<file path="config.mk">
export PLATFORM = sky130hd
export DESIGN_NAME = clock_startup_reset_sequencer
export DESIGN_NICKNAME = d
export VERILOG_FILES = /design/src/core/startup_seq_pkg.sv /design/src/core/osc_edge_sync.sv /design/src/core/startup_fuse_decoder.sv /design/src/core/clock_startup_reset_sequencer.sv
export SDC_FILE = /design/constraint.sdc
export NUM_CORES = 1
export LEC_CHECK = 0
export ABC_AREA = 1
export BUFFER_PORTS_ARGS = -buffer_cell sky130_fd_sc_hd__clkbuf_2
export CAP_MARGIN = 20
export CORE_ASPECT_RATIO = 0.6
export CORE_MARGIN = 8
export CORE_UTILIZATION = 59
export CTS_CLUSTER_DIAMETER = 80
export DETAILED_ROUTE_END_ITERATION = 10
export PLACE_DENSITY = 0.85
export SLEW_MARGIN = 20
export SYNTH_ARGS = -nofsm -noshare
export SYNTH_HDL_FRONTEND = slang
export SYNTH_SLANG_ARGS = --single-unit
</file>
<file path="constraint.sdc">
create_clock -name clock -period 6.3 [get_ports clock]
set_input_delay 1.26 -clock clock [delete_from_list [all_inputs] [get_ports clock]]
set_output_delay 1.26 -clock clock [all_outputs]
set_load 0.03 [all_outputs]
</file>
<file path="src/core/startup_seq_pkg.sv">
// Constants, types and register map for the clock start-up reset sequencer.
// Assumes a single 250 MHz system clock; oscillators arrive as sampled inputs.
package startup_seq_pkg;

    // ************************************************************
    // Register map (byte addresses on Avalon-MM)
    // ************************************************************
    localparam logic [3:0] CTRL_OFFSET = 4'h0;
    localparam logic [3:0] STATUS_OFFSET = 4'h4;
    localparam logic [3:0] COUNTS_OFFSET = 4'h8;

    localparam int CTRL_SLEEP_BIT = 0;
    localparam int STATUS_STATE_LSB = 0;
    localparam int STATUS_RESET_BIT = 3;
    localparam int STATUS_MODE_LSB = 4;
    localparam int STATUS_SEL_BIT = 7;
    localparam int STATUS_SUT_LSB = 8;
    localparam int STATUS_TOUT_LSB = 10;
    localparam int STATUS_RANGE_LSB = 12;
    localparam int COUNTS_CNT_LSB = 16;

    localparam logic [31:0] READDATA_RESET = 32'h0000_0000;

    // ************************************************************
    // Counts
    // ************************************************************
    localparam logic [15:0] STARTUP_CK_6 = 16'h0006;
    localparam logic [15:0] STARTUP_CK_258 = 16'h0102;
    localparam logic [15:0] STARTUP_CK_1K = 16'h0400;
    localparam logic [15:0] RESET_EXTRA_CK = 16'h000E;
    localparam logic [1:0] SYNC_TICKS = 2'h2;

    // ************************************************************
    // Fuse encodings (1 = unprogrammed, 0 = programmed)
    // ************************************************************
    localparam logic [2:0] MODE_FULL_SWING = 3'h3;
    localparam logic [2:0] MODE_LOW_FREQ = 3'h2;
    localparam logic [2:0] FUSE_MODE_RESET = 3'h7;
    localparam logic [1:0] FUSE_SUT_RESET = 2'h3;

    typedef enum logic [1:0] {TOUT_NONE, TOUT_SHORT, TOUT_LONG} timeout_sel_t;

    typedef enum logic [2:0] {ST_HOLD, ST_TIMEOUT, ST_SYNC, ST_STARTUP, ST_RUN, ST_SLEEP}
        seq_state_t;

endpackage

</file>
<file path="src/core/osc_edge_sync.sv">
// Two-flop synchroniser plus rising-edge detector for one oscillator input.
// Assumes the oscillator is well below half the system clock rate.
`timescale 1ns/10ps
module osc_edge_sync (
    input wire logic clock, // System clock
    input wire logic rst, // Async reset, active high
    input wire logic osc_in, // Raw oscillator level
    output logic tick // One-cycle pulse per oscillator rising edge
);
    typedef struct packed {
        logic meta;
        logic sync;
        logic prev;
    } edge_state_t;

    edge_state_t state_reg;
    edge_state_t state_next;

    always_comb begin
        state_next = state_reg;
        state_next.meta = osc_in;
        state_next.sync = state_reg.meta;
        state_next.prev = state_reg.sync;
    end

    always_ff @(posedge clock or posedge rst) begin
        if (rst) begin
            state_reg <= '0;
        end else begin
            state_reg <= state_next;
        end
    end

    assign tick = state_reg.sync & ~state_reg.prev;
endmodule // osc_edge_sync

</file>
<file path="src/core/startup_fuse_decoder.sv">
// Decodes the clock fuses into a start-up cycle count and a time-out choice.
// Assumes the fuse inputs are a held snapshot; purely combinational.
`timescale 1ns/10ps
module startup_fuse_decoder #(
    parameter logic [15:0] STARTUP_16K_CYCLES = 16'h4000,
    parameter logic [15:0] STARTUP_32K_CYCLES = 16'h8000
) (
    input wire logic [2:0] osc_mode_fuses, // Oscillator mode fuses
    input wire logic startup_select_fuse, // Start-up select fuse
    input wire logic [1:0] startup_time_fuses, // Start-up time fuses
    output logic [15:0] startup_cycles, // Oscillator cycles to count
    output startup_seq_pkg::timeout_sel_t timeout_sel, // Watchdog time-out choice
    output logic [1:0] osc_range // Low-power crystal frequency band
);
    always_comb begin
        startup_cycles = startup_seq_pkg::STARTUP_CK_6;
        timeout_sel = startup_seq_pkg::TOUT_LONG;
        osc_range = 2'h0;
        // Raw fuse bits taken as read: 1 unprogrammed, 0 programmed
        if (osc_mode_fuses[2] || osc_mode_fuses == startup_seq_pkg::MODE_FULL_SWING) begin
            if (osc_mode_fuses[2]) begin
                osc_range = osc_mode_fuses[1:0];
            end
            case ({startup_select_fuse, startup_time_fuses})
                3'h0: begin
                    startup_cycles = startup_seq_pkg::STARTUP_CK_258;
                    timeout_sel = startup_seq_pkg::TOUT_SHORT;
                end
                3'h1: begin
                    startup_cycles = startup_seq_pkg::STARTUP_CK_258;
                    timeout_sel = startup_seq_pkg::TOUT_LONG;
                end
                3'h2: begin
                    startup_cycles = startup_seq_pkg::STARTUP_CK_1K;
                    timeout_sel = startup_seq_pkg::TOUT_NONE;
                end
                3'h3: begin
                    startup_cycles = startup_seq_pkg::STARTUP_CK_1K;
                    timeout_sel = startup_seq_pkg::TOUT_SHORT;
                end
                3'h4: begin
                    startup_cycles = startup_seq_pkg::STARTUP_CK_1K;
                    timeout_sel = startup_seq_pkg::TOUT_LONG;
                end
                3'h5: begin
                    startup_cycles = STARTUP_16K_CYCLES;
                    timeout_sel = startup_seq_pkg::TOUT_NONE;
                end
                3'h6: begin
                    startup_cycles = STARTUP_16K_CYCLES;
                    timeout_sel = startup_seq_pkg::TOUT_SHORT;
                end
                default: begin
                    startup_cycles = STARTUP_16K_CYCLES;
                    timeout_sel = startup_seq_pkg::TOUT_LONG;
                end
            endcase
        end else if (osc_mode_fuses == startup_seq_pkg::MODE_LOW_FREQ) begin
            startup_cycles = startup_select_fuse ? STARTUP_32K_CYCLES
                                                 : startup_seq_pkg::STARTUP_CK_1K;
            case (startup_time_fuses)
                2'h0: timeout_sel = startup_seq_pkg::TOUT_NONE;
                2'h1: timeout_sel = startup_seq_pkg::TOUT_SHORT;
                default: timeout_sel = startup_seq_pkg::TOUT_LONG;
            endcase
        end else begin
            startup_cycles = startup_seq_pkg::STARTUP_CK_6;
            case (startup_time_fuses)
                2'h0: timeout_sel = startup_seq_pkg::TOUT_NONE;
                2'h1: timeout_sel = startup_seq_pkg::TOUT_SHORT;
                default: timeout_sel = startup_seq_pkg::TOUT_LONG;
            endcase
        end
    end
endmodule // startup_fuse_decoder

</file>
<file path="src/core/clock_startup_reset_sequencer.sv">
// Start-up sequencer: holds internal reset through time-out and oscillator start-up.
// Assumes oscillator and reset inputs are sampled on the 250 MHz system clock.
//
// Decided for this implementation: the Avalon-MM interface to the registers and the register offsets.
`timescale 1ns/10ps

// Behaviour
// - Time-out starts after other resets release
// - Time-out counted on watchdog oscillator ticks
// - Time-out is 0, 4096 or 8192
// - Hold reset for oscillator start-up count
// - From reset: time-out plus start-up count
// - Wake from sleep: start-up count only
// - Start-up count spans 6 to 32K
// - Lower two mode fuses pick crystal frequency band
// - Select and time fuses pick counts
// - Select 0, time 00/01: 258 cycles
// - 1K cycles: none, short, long time-out
// - 16K cycles: none, short, long time-out
// - Reset adds 14 cycles plus time-out
// - Fuse one means unprogrammed, zero programmed
// - Full-swing crystal mode fuses equal 011
module clock_startup_reset_sequencer #(
    parameter logic [15:0] TIMEOUT_SHORT_CYCLES = 16'h1000,
    parameter logic [15:0] TIMEOUT_LONG_CYCLES = 16'h2000,
    parameter logic [15:0] STARTUP_16K_CYCLES = 16'h4000,
    parameter logic [15:0] STARTUP_32K_CYCLES = 16'h8000
) (
    input wire logic clock, // System clock, 250 MHz
    input wire logic rst, // Async reset, active high
    input wire logic ext_reset_active, // Any other reset source still active
    input wire logic wdt_osc, // Watchdog oscillator level
    input wire logic main_osc, // Selected main oscillator level
    input wire logic wake_event, // Wake from power-save or power-down
    input wire logic [2:0] osc_mode_fuses, // Oscillator mode fuses
    input wire logic startup_select_fuse, // Start-up select fuse
    input wire logic [1:0] startup_time_fuses, // Start-up time fuses
    input wire logic [3:0] address, // Avalon byte address
    input wire logic read, // Avalon read
    input wire logic write, // Avalon write
    input wire logic [31:0] writedata, // Avalon write data
    input wire logic [3:0] byteenable, // Avalon byte enables
    output logic [31:0] readdata, // Avalon read data
    output logic waitrequest, // Avalon wait request
    output logic internal_reset // Internal reset, active high
);
    typedef struct packed {
        startup_seq_pkg::seq_state_t state;
        logic [15:0] cnt;
        logic [1:0] sync_cnt;
        logic from_wake;
        logic [2:0] mode;
        logic sel;
        logic [1:0] sut;
        logic internal_reset;
        logic waitrequest;
        logic [31:0] readdata;
    } seq_regs_t;

    seq_regs_t state_reg;
    seq_regs_t state_next;

    logic wdt_tick;
    logic main_tick;
    logic [15:0] startup_cycles;
    startup_seq_pkg::timeout_sel_t timeout_sel;
    logic [1:0] osc_range;
    logic [15:0] timeout_limit;
    logic [15:0] start_limit;
    logic bus_req;
    logic bus_take;
    logic bus_done;

    // ************************************************************
    // Oscillator edge detection
    // ************************************************************
    osc_edge_sync wdt_sync (
        .clock(clock),
        .rst(rst),
        .osc_in(wdt_osc),
        .tick(wdt_tick)
    );

    osc_edge_sync main_sync (
        .clock(clock),
        .rst(rst),
        .osc_in(main_osc),
        .tick(main_tick)
    );

    // ************************************************************
    // Fuse decode from the held snapshot
    // ************************************************************
    startup_fuse_decoder #(
        .STARTUP_16K_CYCLES(STARTUP_16K_CYCLES),
        .STARTUP_32K_CYCLES(STARTUP_32K_CYCLES)
    ) decoder (
        .osc_mode_fuses(state_reg.mode),
        .startup_select_fuse(state_reg.sel),
        .startup_time_fuses(state_reg.sut),
        .startup_cycles(startup_cycles),
        .timeout_sel(timeout_sel),
        .osc_range(osc_range)
    );

    function automatic logic [15:0] timeout_cycles(input startup_seq_pkg::timeout_sel_t sel);
        case (sel)
            startup_seq_pkg::TOUT_SHORT: timeout_cycles = TIMEOUT_SHORT_CYCLES;
            startup_seq_pkg::TOUT_LONG: timeout_cycles = TIMEOUT_LONG_CYCLES;
            default: timeout_cycles = 16'h0000;
        endcase
    endfunction

    assign timeout_limit = timeout_cycles(timeout_sel);
    // Wake skips the 14 extra cycles and the time-out
    assign start_limit = 16'(startup_cycles + (state_reg.from_wake ? 16'h0000
                                               : startup_seq_pkg::RESET_EXTRA_CK));
    assign bus_req = read | write;
    assign bus_take = bus_req & state_reg.waitrequest;
    assign bus_done = bus_req & ~state_reg.waitrequest;

    // ************************************************************
    // Next-state logic
    // ************************************************************
    always_comb begin
        state_next = state_reg;
        case (state_reg.state)
            startup_seq_pkg::ST_HOLD: begin
                state_next.internal_reset = 1'b1;
                if (!ext_reset_active) begin
                    state_next.mode = osc_mode_fuses;
                    state_next.sel = startup_select_fuse;
                    state_next.sut = startup_time_fuses;
                    state_next.from_wake = 1'b0;
                    state_next.cnt = 16'h0000;
                    state_next.state = startup_seq_pkg::ST_TIMEOUT;
                end
            end
            startup_seq_pkg::ST_TIMEOUT: begin
                if (timeout_limit == 16'h0000) begin
                    state_next.sync_cnt = 2'h0;
                    state_next.state = startup_seq_pkg::ST_SYNC;
                end else if (wdt_tick) begin
                    if (state_reg.cnt == 16'(timeout_limit - 16'h0001)) begin
                        state_next.cnt = 16'h0000;
                        state_next.sync_cnt = 2'h0;
                        state_next.state = startup_seq_pkg::ST_SYNC;
                    end else begin
                        state_next.cnt = 16'(state_reg.cnt + 16'h0001);
                    end
                end
            end
            startup_seq_pkg::ST_SYNC: begin
                // Completion must be seen on main oscillator edges first
                if (main_tick) begin
                    if (state_reg.sync_cnt == 2'(startup_seq_pkg::SYNC_TICKS - 2'h1)) begin
                        state_next.cnt = 16'h0000;
                        state_next.state = startup_seq_pkg::ST_STARTUP;
                    end else begin
                        state_next.sync_cnt = 2'(state_reg.sync_cnt + 2'h1);
                    end
                end
            end
            startup_seq_pkg::ST_STARTUP: begin
                state_next.internal_reset = 1'b1;
                if (main_tick) begin
                    if (state_reg.cnt == 16'(start_limit - 16'h0001)) begin
                        state_next.internal_reset = 1'b0;
                        state_next.state = startup_seq_pkg::ST_RUN;
                    end else begin
                        state_next.cnt = 16'(state_reg.cnt + 16'h0001);
                    end
                end
            end
            startup_seq_pkg::ST_RUN: begin
                state_next.internal_reset = 1'b0;
                if (bus_done && write && address == startup_seq_pkg::CTRL_OFFSET
                        && byteenable[0] && writedata[startup_seq_pkg::CTRL_SLEEP_BIT]) begin
                    state_next.internal_reset = 1'b1;
                    state_next.state = startup_seq_pkg::ST_SLEEP;
                end
            end
            startup_seq_pkg::ST_SLEEP: begin
                state_next.internal_reset = 1'b1;
                if (wake_event) begin
                    state_next.mode = osc_mode_fuses;
                    state_next.sel = startup_select_fuse;
                    state_next.sut = startup_time_fuses;
                    state_next.from_wake = 1'b1;
                    state_next.cnt = 16'h0000;
                    state_next.state = startup_seq_pkg::ST_STARTUP;
                end
            end
            default: begin
                state_next.state = startup_seq_pkg::ST_HOLD;
            end
        endcase
        if (ext_reset_active) begin
            state_next.internal_reset = 1'b1;
            state_next.cnt = 16'h0000;
            state_next.state = startup_seq_pkg::ST_HOLD;
        end

        // Avalon slave: one wait cycle, then answer
        state_next.waitrequest = ~bus_take;
        if (bus_take && read) begin
            state_next.readdata = 32'h0000_0000;
            case (address)
                startup_seq_pkg::STATUS_OFFSET: begin
                    state_next.readdata[startup_seq_pkg::STATUS_STATE_LSB +: 3] =
                        state_reg.state;
                    state_next.readdata[startup_seq_pkg::STATUS_RESET_BIT] =
                        state_reg.internal_reset;
                    state_next.readdata[startup_seq_pkg::STATUS_MODE_LSB +: 3] = state_reg.mode;
                    state_next.readdata[startup_seq_pkg::STATUS_SEL_BIT] = state_reg.sel;
                    state_next.readdata[startup_seq_pkg::STATUS_SUT_LSB +: 2] = state_reg.sut;
                    state_next.readdata[startup_seq_pkg::STATUS_TOUT_LSB +: 2] = timeout_sel;
                    state_next.readdata[startup_seq_pkg::STATUS_RANGE_LSB +: 2] = osc_range;
                end
                startup_seq_pkg::COUNTS_OFFSET: begin
                    state_next.readdata[15:0] = startup_cycles;
                    state_next.readdata[startup_seq_pkg::COUNTS_CNT_LSB +: 16] = state_reg.cnt;
                end
                default: begin
                    state_next.readdata = 32'h0000_0000;
                end
            endcase
        end
    end

    always_ff @(posedge clock or posedge rst) begin
        if (rst) begin
            state_reg.state <= startup_seq_pkg::ST_HOLD;
            state_reg.cnt <= 16'h0000;
            state_reg.sync_cnt <= 2'h0;
            state_reg.from_wake <= 1'b0;
            state_reg.mode <= startup_seq_pkg::FUSE_MODE_RESET;
            state_reg.sel <= 1'b1;
            state_reg.sut <= startup_seq_pkg::FUSE_SUT_RESET;
            state_reg.internal_reset <= 1'b1;
            state_reg.waitrequest <= 1'b1;
            state_reg.readdata <= startup_seq_pkg::READDATA_RESET;
        end else begin
            state_reg <= state_next;
        end
    end

    assign readdata = state_reg.readdata;
    assign waitrequest = state_reg.waitrequest;
    assign internal_reset = state_reg.internal_reset;

    // ************************************************************
    // Checks
    // ************************************************************
    a_hold_ext_reset: assert property (
        @(posedge clock) disable iff (rst)
        ext_reset_active |=> internal_reset && state_reg.state == startup_seq_pkg::ST_HOLD)
        else $error("internal reset not held while another reset is active");

    a_timeout_wdt_only: assert property (
        @(posedge clock) disable iff (rst)
        (state_reg.state == startup_seq_pkg::ST_TIMEOUT
         && $past(state_reg.state) == startup_seq_pkg::ST_TIMEOUT && $changed(state_reg.cnt))
        |-> $past(wdt_tick))
        else $error("time-out counter moved without a watchdog tick");

    a_timeout_bound: assert property (
        @(posedge clock) disable iff (rst)
        (state_reg.state == startup_seq_pkg::ST_TIMEOUT && timeout_limit != 16'h0000)
        |-> state_reg.cnt < timeout_limit)
        else $error("time-out counter passed its limit");

    a_release_count: assert property (
        @(posedge clock) disable iff (rst)
        $fell(internal_reset) |-> $past(state_reg.cnt) == 16'($past(start_limit) - 16'h0001)
                                  && $past(main_tick))
        else $error("reset released before start-up count completed");

    a_reset_path: assert property (
        @(posedge clock) disable iff (rst)
        (state_reg.state == startup_seq_pkg::ST_HOLD && !ext_reset_active)
        |=> state_reg.state == startup_seq_pkg::ST_TIMEOUT && !state_reg.from_wake)
        else $error("reset path skipped the time-out");

    a_wake_skip: assert property (
        @(posedge clock) disable iff (rst)
        (state_reg.state == startup_seq_pkg::ST_SLEEP && wake_event && !ext_reset_active)
        |=> state_reg.state == startup_seq_pkg::ST_STARTUP && state_reg.from_wake
            && state_reg.cnt == 16'h0000)
        else $error("wake did not go straight to start-up count");

    a_count_range: assert property (
        @(posedge clock) disable iff (rst)
        startup_cycles >= startup_seq_pkg::STARTUP_CK_6 && startup_cycles <= STARTUP_32K_CYCLES)
        else $error("start-up count outside supported range");

    a_lp_258: assert property (
        @(posedge clock) disable iff (rst)
        (state_reg.mode[2] && !state_reg.sel && !state_reg.sut[1])
        |-> startup_cycles == startup_seq_pkg::STARTUP_CK_258
            && timeout_sel == (state_reg.sut[0] ? startup_seq_pkg::TOUT_LONG
                                                : startup_seq_pkg::TOUT_SHORT))
        else $error("258-cycle fuse setting decoded wrongly");

    a_sync_wait: assert property (
        @(posedge clock) disable iff (rst)
        (state_reg.state == startup_seq_pkg::ST_STARTUP
         && $past(state_reg.state) == startup_seq_pkg::ST_SYNC)
        |-> $past(state_reg.sync_cnt) == 2'(startup_seq_pkg::SYNC_TICKS - 2'h1)
            && $past(main_tick))
        else $error("start-up began before time-out completion was synchronised");

    a_fuse_held: assert property (
        @(posedge clock) disable iff (rst)
        (state_reg.state inside {startup_seq_pkg::ST_TIMEOUT, startup_seq_pkg::ST_SYNC,
                                 startup_seq_pkg::ST_STARTUP}
         && $past(state_reg.state) inside {startup_seq_pkg::ST_TIMEOUT,
                                           startup_seq_pkg::ST_SYNC,
                                           startup_seq_pkg::ST_STARTUP})
        |-> $stable({state_reg.mode, state_reg.sel, state_reg.sut}))
        else $error("fuse snapshot changed during start-up");
endmodule // clock_startup_reset_sequencer

</file>
==> metrics.txt <==
post-synth net total 617; Worst Path Required 6.57 ns; Tmin final 3.792 ns; clock slew seen by the registers of the worst setup and hold paths 0.06 ns; cell occurring most often along the worst timing path sky130_fd_sc_hd__nand2_1; launch point of the worst reg-to-reg path state_reg[35]; Max transition margin 42.68%; reported leakage power 2.315 nW; crit share post-route 60.19%; layout filler cell count 524; CTS-repair resized insts 0; number of buffers added on ports 53; count of final hold-check violations 0; EDFF count, synth 0; Clock Skew 0.005834 ns; worst-skew pair later-pin latency 0.34 ns; Sinks on Clock Net 68; fraction of the core area covered by cells at the end of the flow 67.53%; routed wire length 10.04 mm; worst-case clock buffer depth 2; cell area after synthesis 4098 um^2; post-CTS setup repair buffer count 0; number of distinct library cell variants in the gate-level netlist after synthesis 41; end point of the worst hold path main_sync.state_next[0]; worst hold start main_sync.state_next[1]; fraction of synthesized cell area taken by the top area cell type 36.64%; origin of the worst setup path state_reg[35]; endpoint kind of the worst setup timing path flop; total iterations of the first detailed-routing run 5; actual slew at the worst max-slew pin 0.8599 ns; number of antenna violations at the first check in global routing 0; aggregate global-route resource usage 21.36%; MaxCap Viol Count 0; biggest cell delay along the critical path 0.58 ns; startpoint type of the worst setup path flop; library cell used as clock root buffer sky130_fd_sc_hd__clkbuf_16; floorplan row count 23; height of the die 80.56 um; most common cell in the netlist sky130_fd_sc_hd__nand2_1; area of the die 9956 um^2; worst setup path category reg2reg; FFs w/ async S/R, synth 100.0%; DIE WIDTH 123.6 um; pin count of the biggest net entering global routing 69; Yosys reg bits 68; final HPWL from detailed placement 7.278 mm; non-filler cells in the finished layout 671; number of clock buffers inserted by TritonCTS 9; number of nets in the layout 642; per-cell via count in the routed design 5.578; Syn Area/Cell 7.397 um^2; wire per inst 14.96 um; level count of the clock H-tree 3; crit path DAT 4.06 ns; final slew viol count 0; number of placed instances with taps included 655; global route total overflow 0; total number of vias 3,743; total DRC errors in the routed layout 0; power density cells 410.0 nW/um^2; post-route cell area 4528 um^2; Most used DFF post-synth sky130_fd_sc_hd__dfrtp_1; number of nets with antenna violations after detailed routing 0; sequential share of the synthesized area 41.77%; Peak supply drop 0.1791 mV; peak fanout along the critical path 17; count of hold buffers inserted by post-cts repair 0; type of the worst min-delay path reg2reg; DRT iter0 DRCs 617; Reg2Reg Depth 25; RSZ-0062 raised after global routing false; setup slack of the worst register-to-register path 2.51 ns; effective utilization at floorplan 61.11%; status finished, final reports clean; CTS tree yes; IO Count 88; Finish-stage setup viols 0; most numerous cell types in the synthesized netlist sky130_fd_sc_hd__nand2_1, sky130_fd_sc_hd__inv_1, sky130_fd_sc_hd__dfrtp_1; area delta synth->final 10.50%; crit path max-delay cell type sky130_fd_sc_hd__dfstp_2; r2r endpoint state_reg[45]; Sum Neg Setup Slack 0 ns; Placement Cell Area 4203 um^2; count of antenna diodes in the layout 0; fraction of final layout cells sized beyond drive strength 1 17.81%; cell count after synthesis 554; global-route wire length before repair 16.80 mm; worst hold path depth 0; YS warnings 0; Largest register FFs 32; vias in the first global route 3,567; dominant cells by area after synthesis sky130_fd_sc_hd__dfrtp_1, sky130_fd_sc_hd__nand2_1, sky130_fd_sc_hd__inv_1, sky130_fd_sc_hd__buf_4, sky130_fd_sc_hd__nand3_1; routability congestion estimate 0.9156; library cell with the largest summed area after synthesis sky130_fd_sc_hd__dfrtp_1; total core area 6705 um^2; maximum achievable frequency 263.7 MHz
## per-layer routing
metal  track usage [%]  vias to the layer above  part of all wire [%]
li1                  -                     1787                     -
met1             29.53                     1730                    44
met2             32.28                      206                    44
met3             5.808                       20                    11
met4             5.615                        0                   1.3
met5                 0                        -                     0
## cell families after synthesis
family | after synthesis | synth area share [%]
AND/OR/NAND/NOR | 280 | 29.71
buffers and inverters | 119 | 14.11
AO/OA/AOI/OAI | 66 | 8.916
XOR/XNOR | 12 | 2.565
adder cells (fa/ha/maj) | 9 | 2.931
flip-flops | 68 | 41.77
## worst max-delay path, delay by kind of cell (launching register included)
family                   cells  cell delay (ns)
buffers and inverters        5             0.38
flip-flops                   1             0.58
AND/OR/NAND/NOR             16             1.61
adder cells (fa/ha/maj)      4             1.12
## stage by stage
stage	hold slack [ns]	power (mW)	setup WS, ns
after floorplan	0.3312	1.137	3.147
after global placement	0.3337	1.258	2.721
after detailed placement	0.3401	1.296	2.627
after CTS	0.3526	1.849	2.571
after global routing	0.3549	1.982	2.222
final	0.3502	1.856	2.508
## worst max path at each step
stage | end | slack [ns]
floorplan | state_reg[54] | 3.15
global placement | state_reg[55] | 2.72
detailed placement | state_reg[45] | 2.63
CTS | state_reg[45] | 2.57
global route | state_reg[45] | 2.22
finish | state_reg[45] | 2.51
## power breakdown
group	switching [mW]	total, mW	internal [mW]
registers	0.0539	0.551	0.497
logic	0.517	0.764	0.246
clock network	0.193	0.541	0.349
## placed cells by master (no fill, tap or decap), drive strengths merged
| cell | synthesis | routed |
|---|---|---|
| o21a | 1 | 1 |
| a211oi | 2 | 2 |
| fa | 1 | 1 |
| buf | 36 | 3 |
| o221ai | 2 | 2 |
| nand4 | 6 | 6 |
| a221oi | 1 | 1 |
| inv | 77 | 78 |
| nand2 | 148 | 148 |
| xnor2 | 5 | 5 |
| a21oi | 8 | 8 |
| ha | 8 | 8 |
| nand3 | 47 | 47 |
| nor4 | 1 | 1 |
| a22oi | 1 | 1 |
| nor3b | 2 | 2 |
| o21ai | 45 | 45 |
| dfrtp | 60 | 60 |
| xor2 | 7 | 7 |
| or2 | 4 | 4 |
| nor3 | 9 | 9 |
| clkbuf | 6 | 62 |
| o211ai | 2 | 2 |
| a31oi | 1 | 1 |
| nand3b | 1 | 1 |
| bufinv | 0 | 2 |
| o21bai | 1 | 1 |
| a22o | 1 | 1 |
| and2 | 1 | 1 |
| clkinv | 0 | 4 |
| dfstp | 8 | 8 |
| nor2 | 61 | 61 |
| o22ai | 1 | 1 |
## layout make-up
| type | count | area (um^2) | share of cell area, % |
|---|---|---|---|
| Multi-Input combinational cell | 367 | 1808 | 39.93 |
| Sequential cell | 68 | 1712 | 37.80 |
| Clock inverter | 7 | 100.1 | 2.211 |
| Inverter | 77 | 289.0 | 6.383 |
| Clock buffer | 9 | 225.2 | 4.974 |
| Timing Repair Buffer | 56 | 285.3 | 6.300 |
| Tap cell | 87 | 108.9 | 2.404 |
Note: power is estimated with default switching activity, not from simulation.
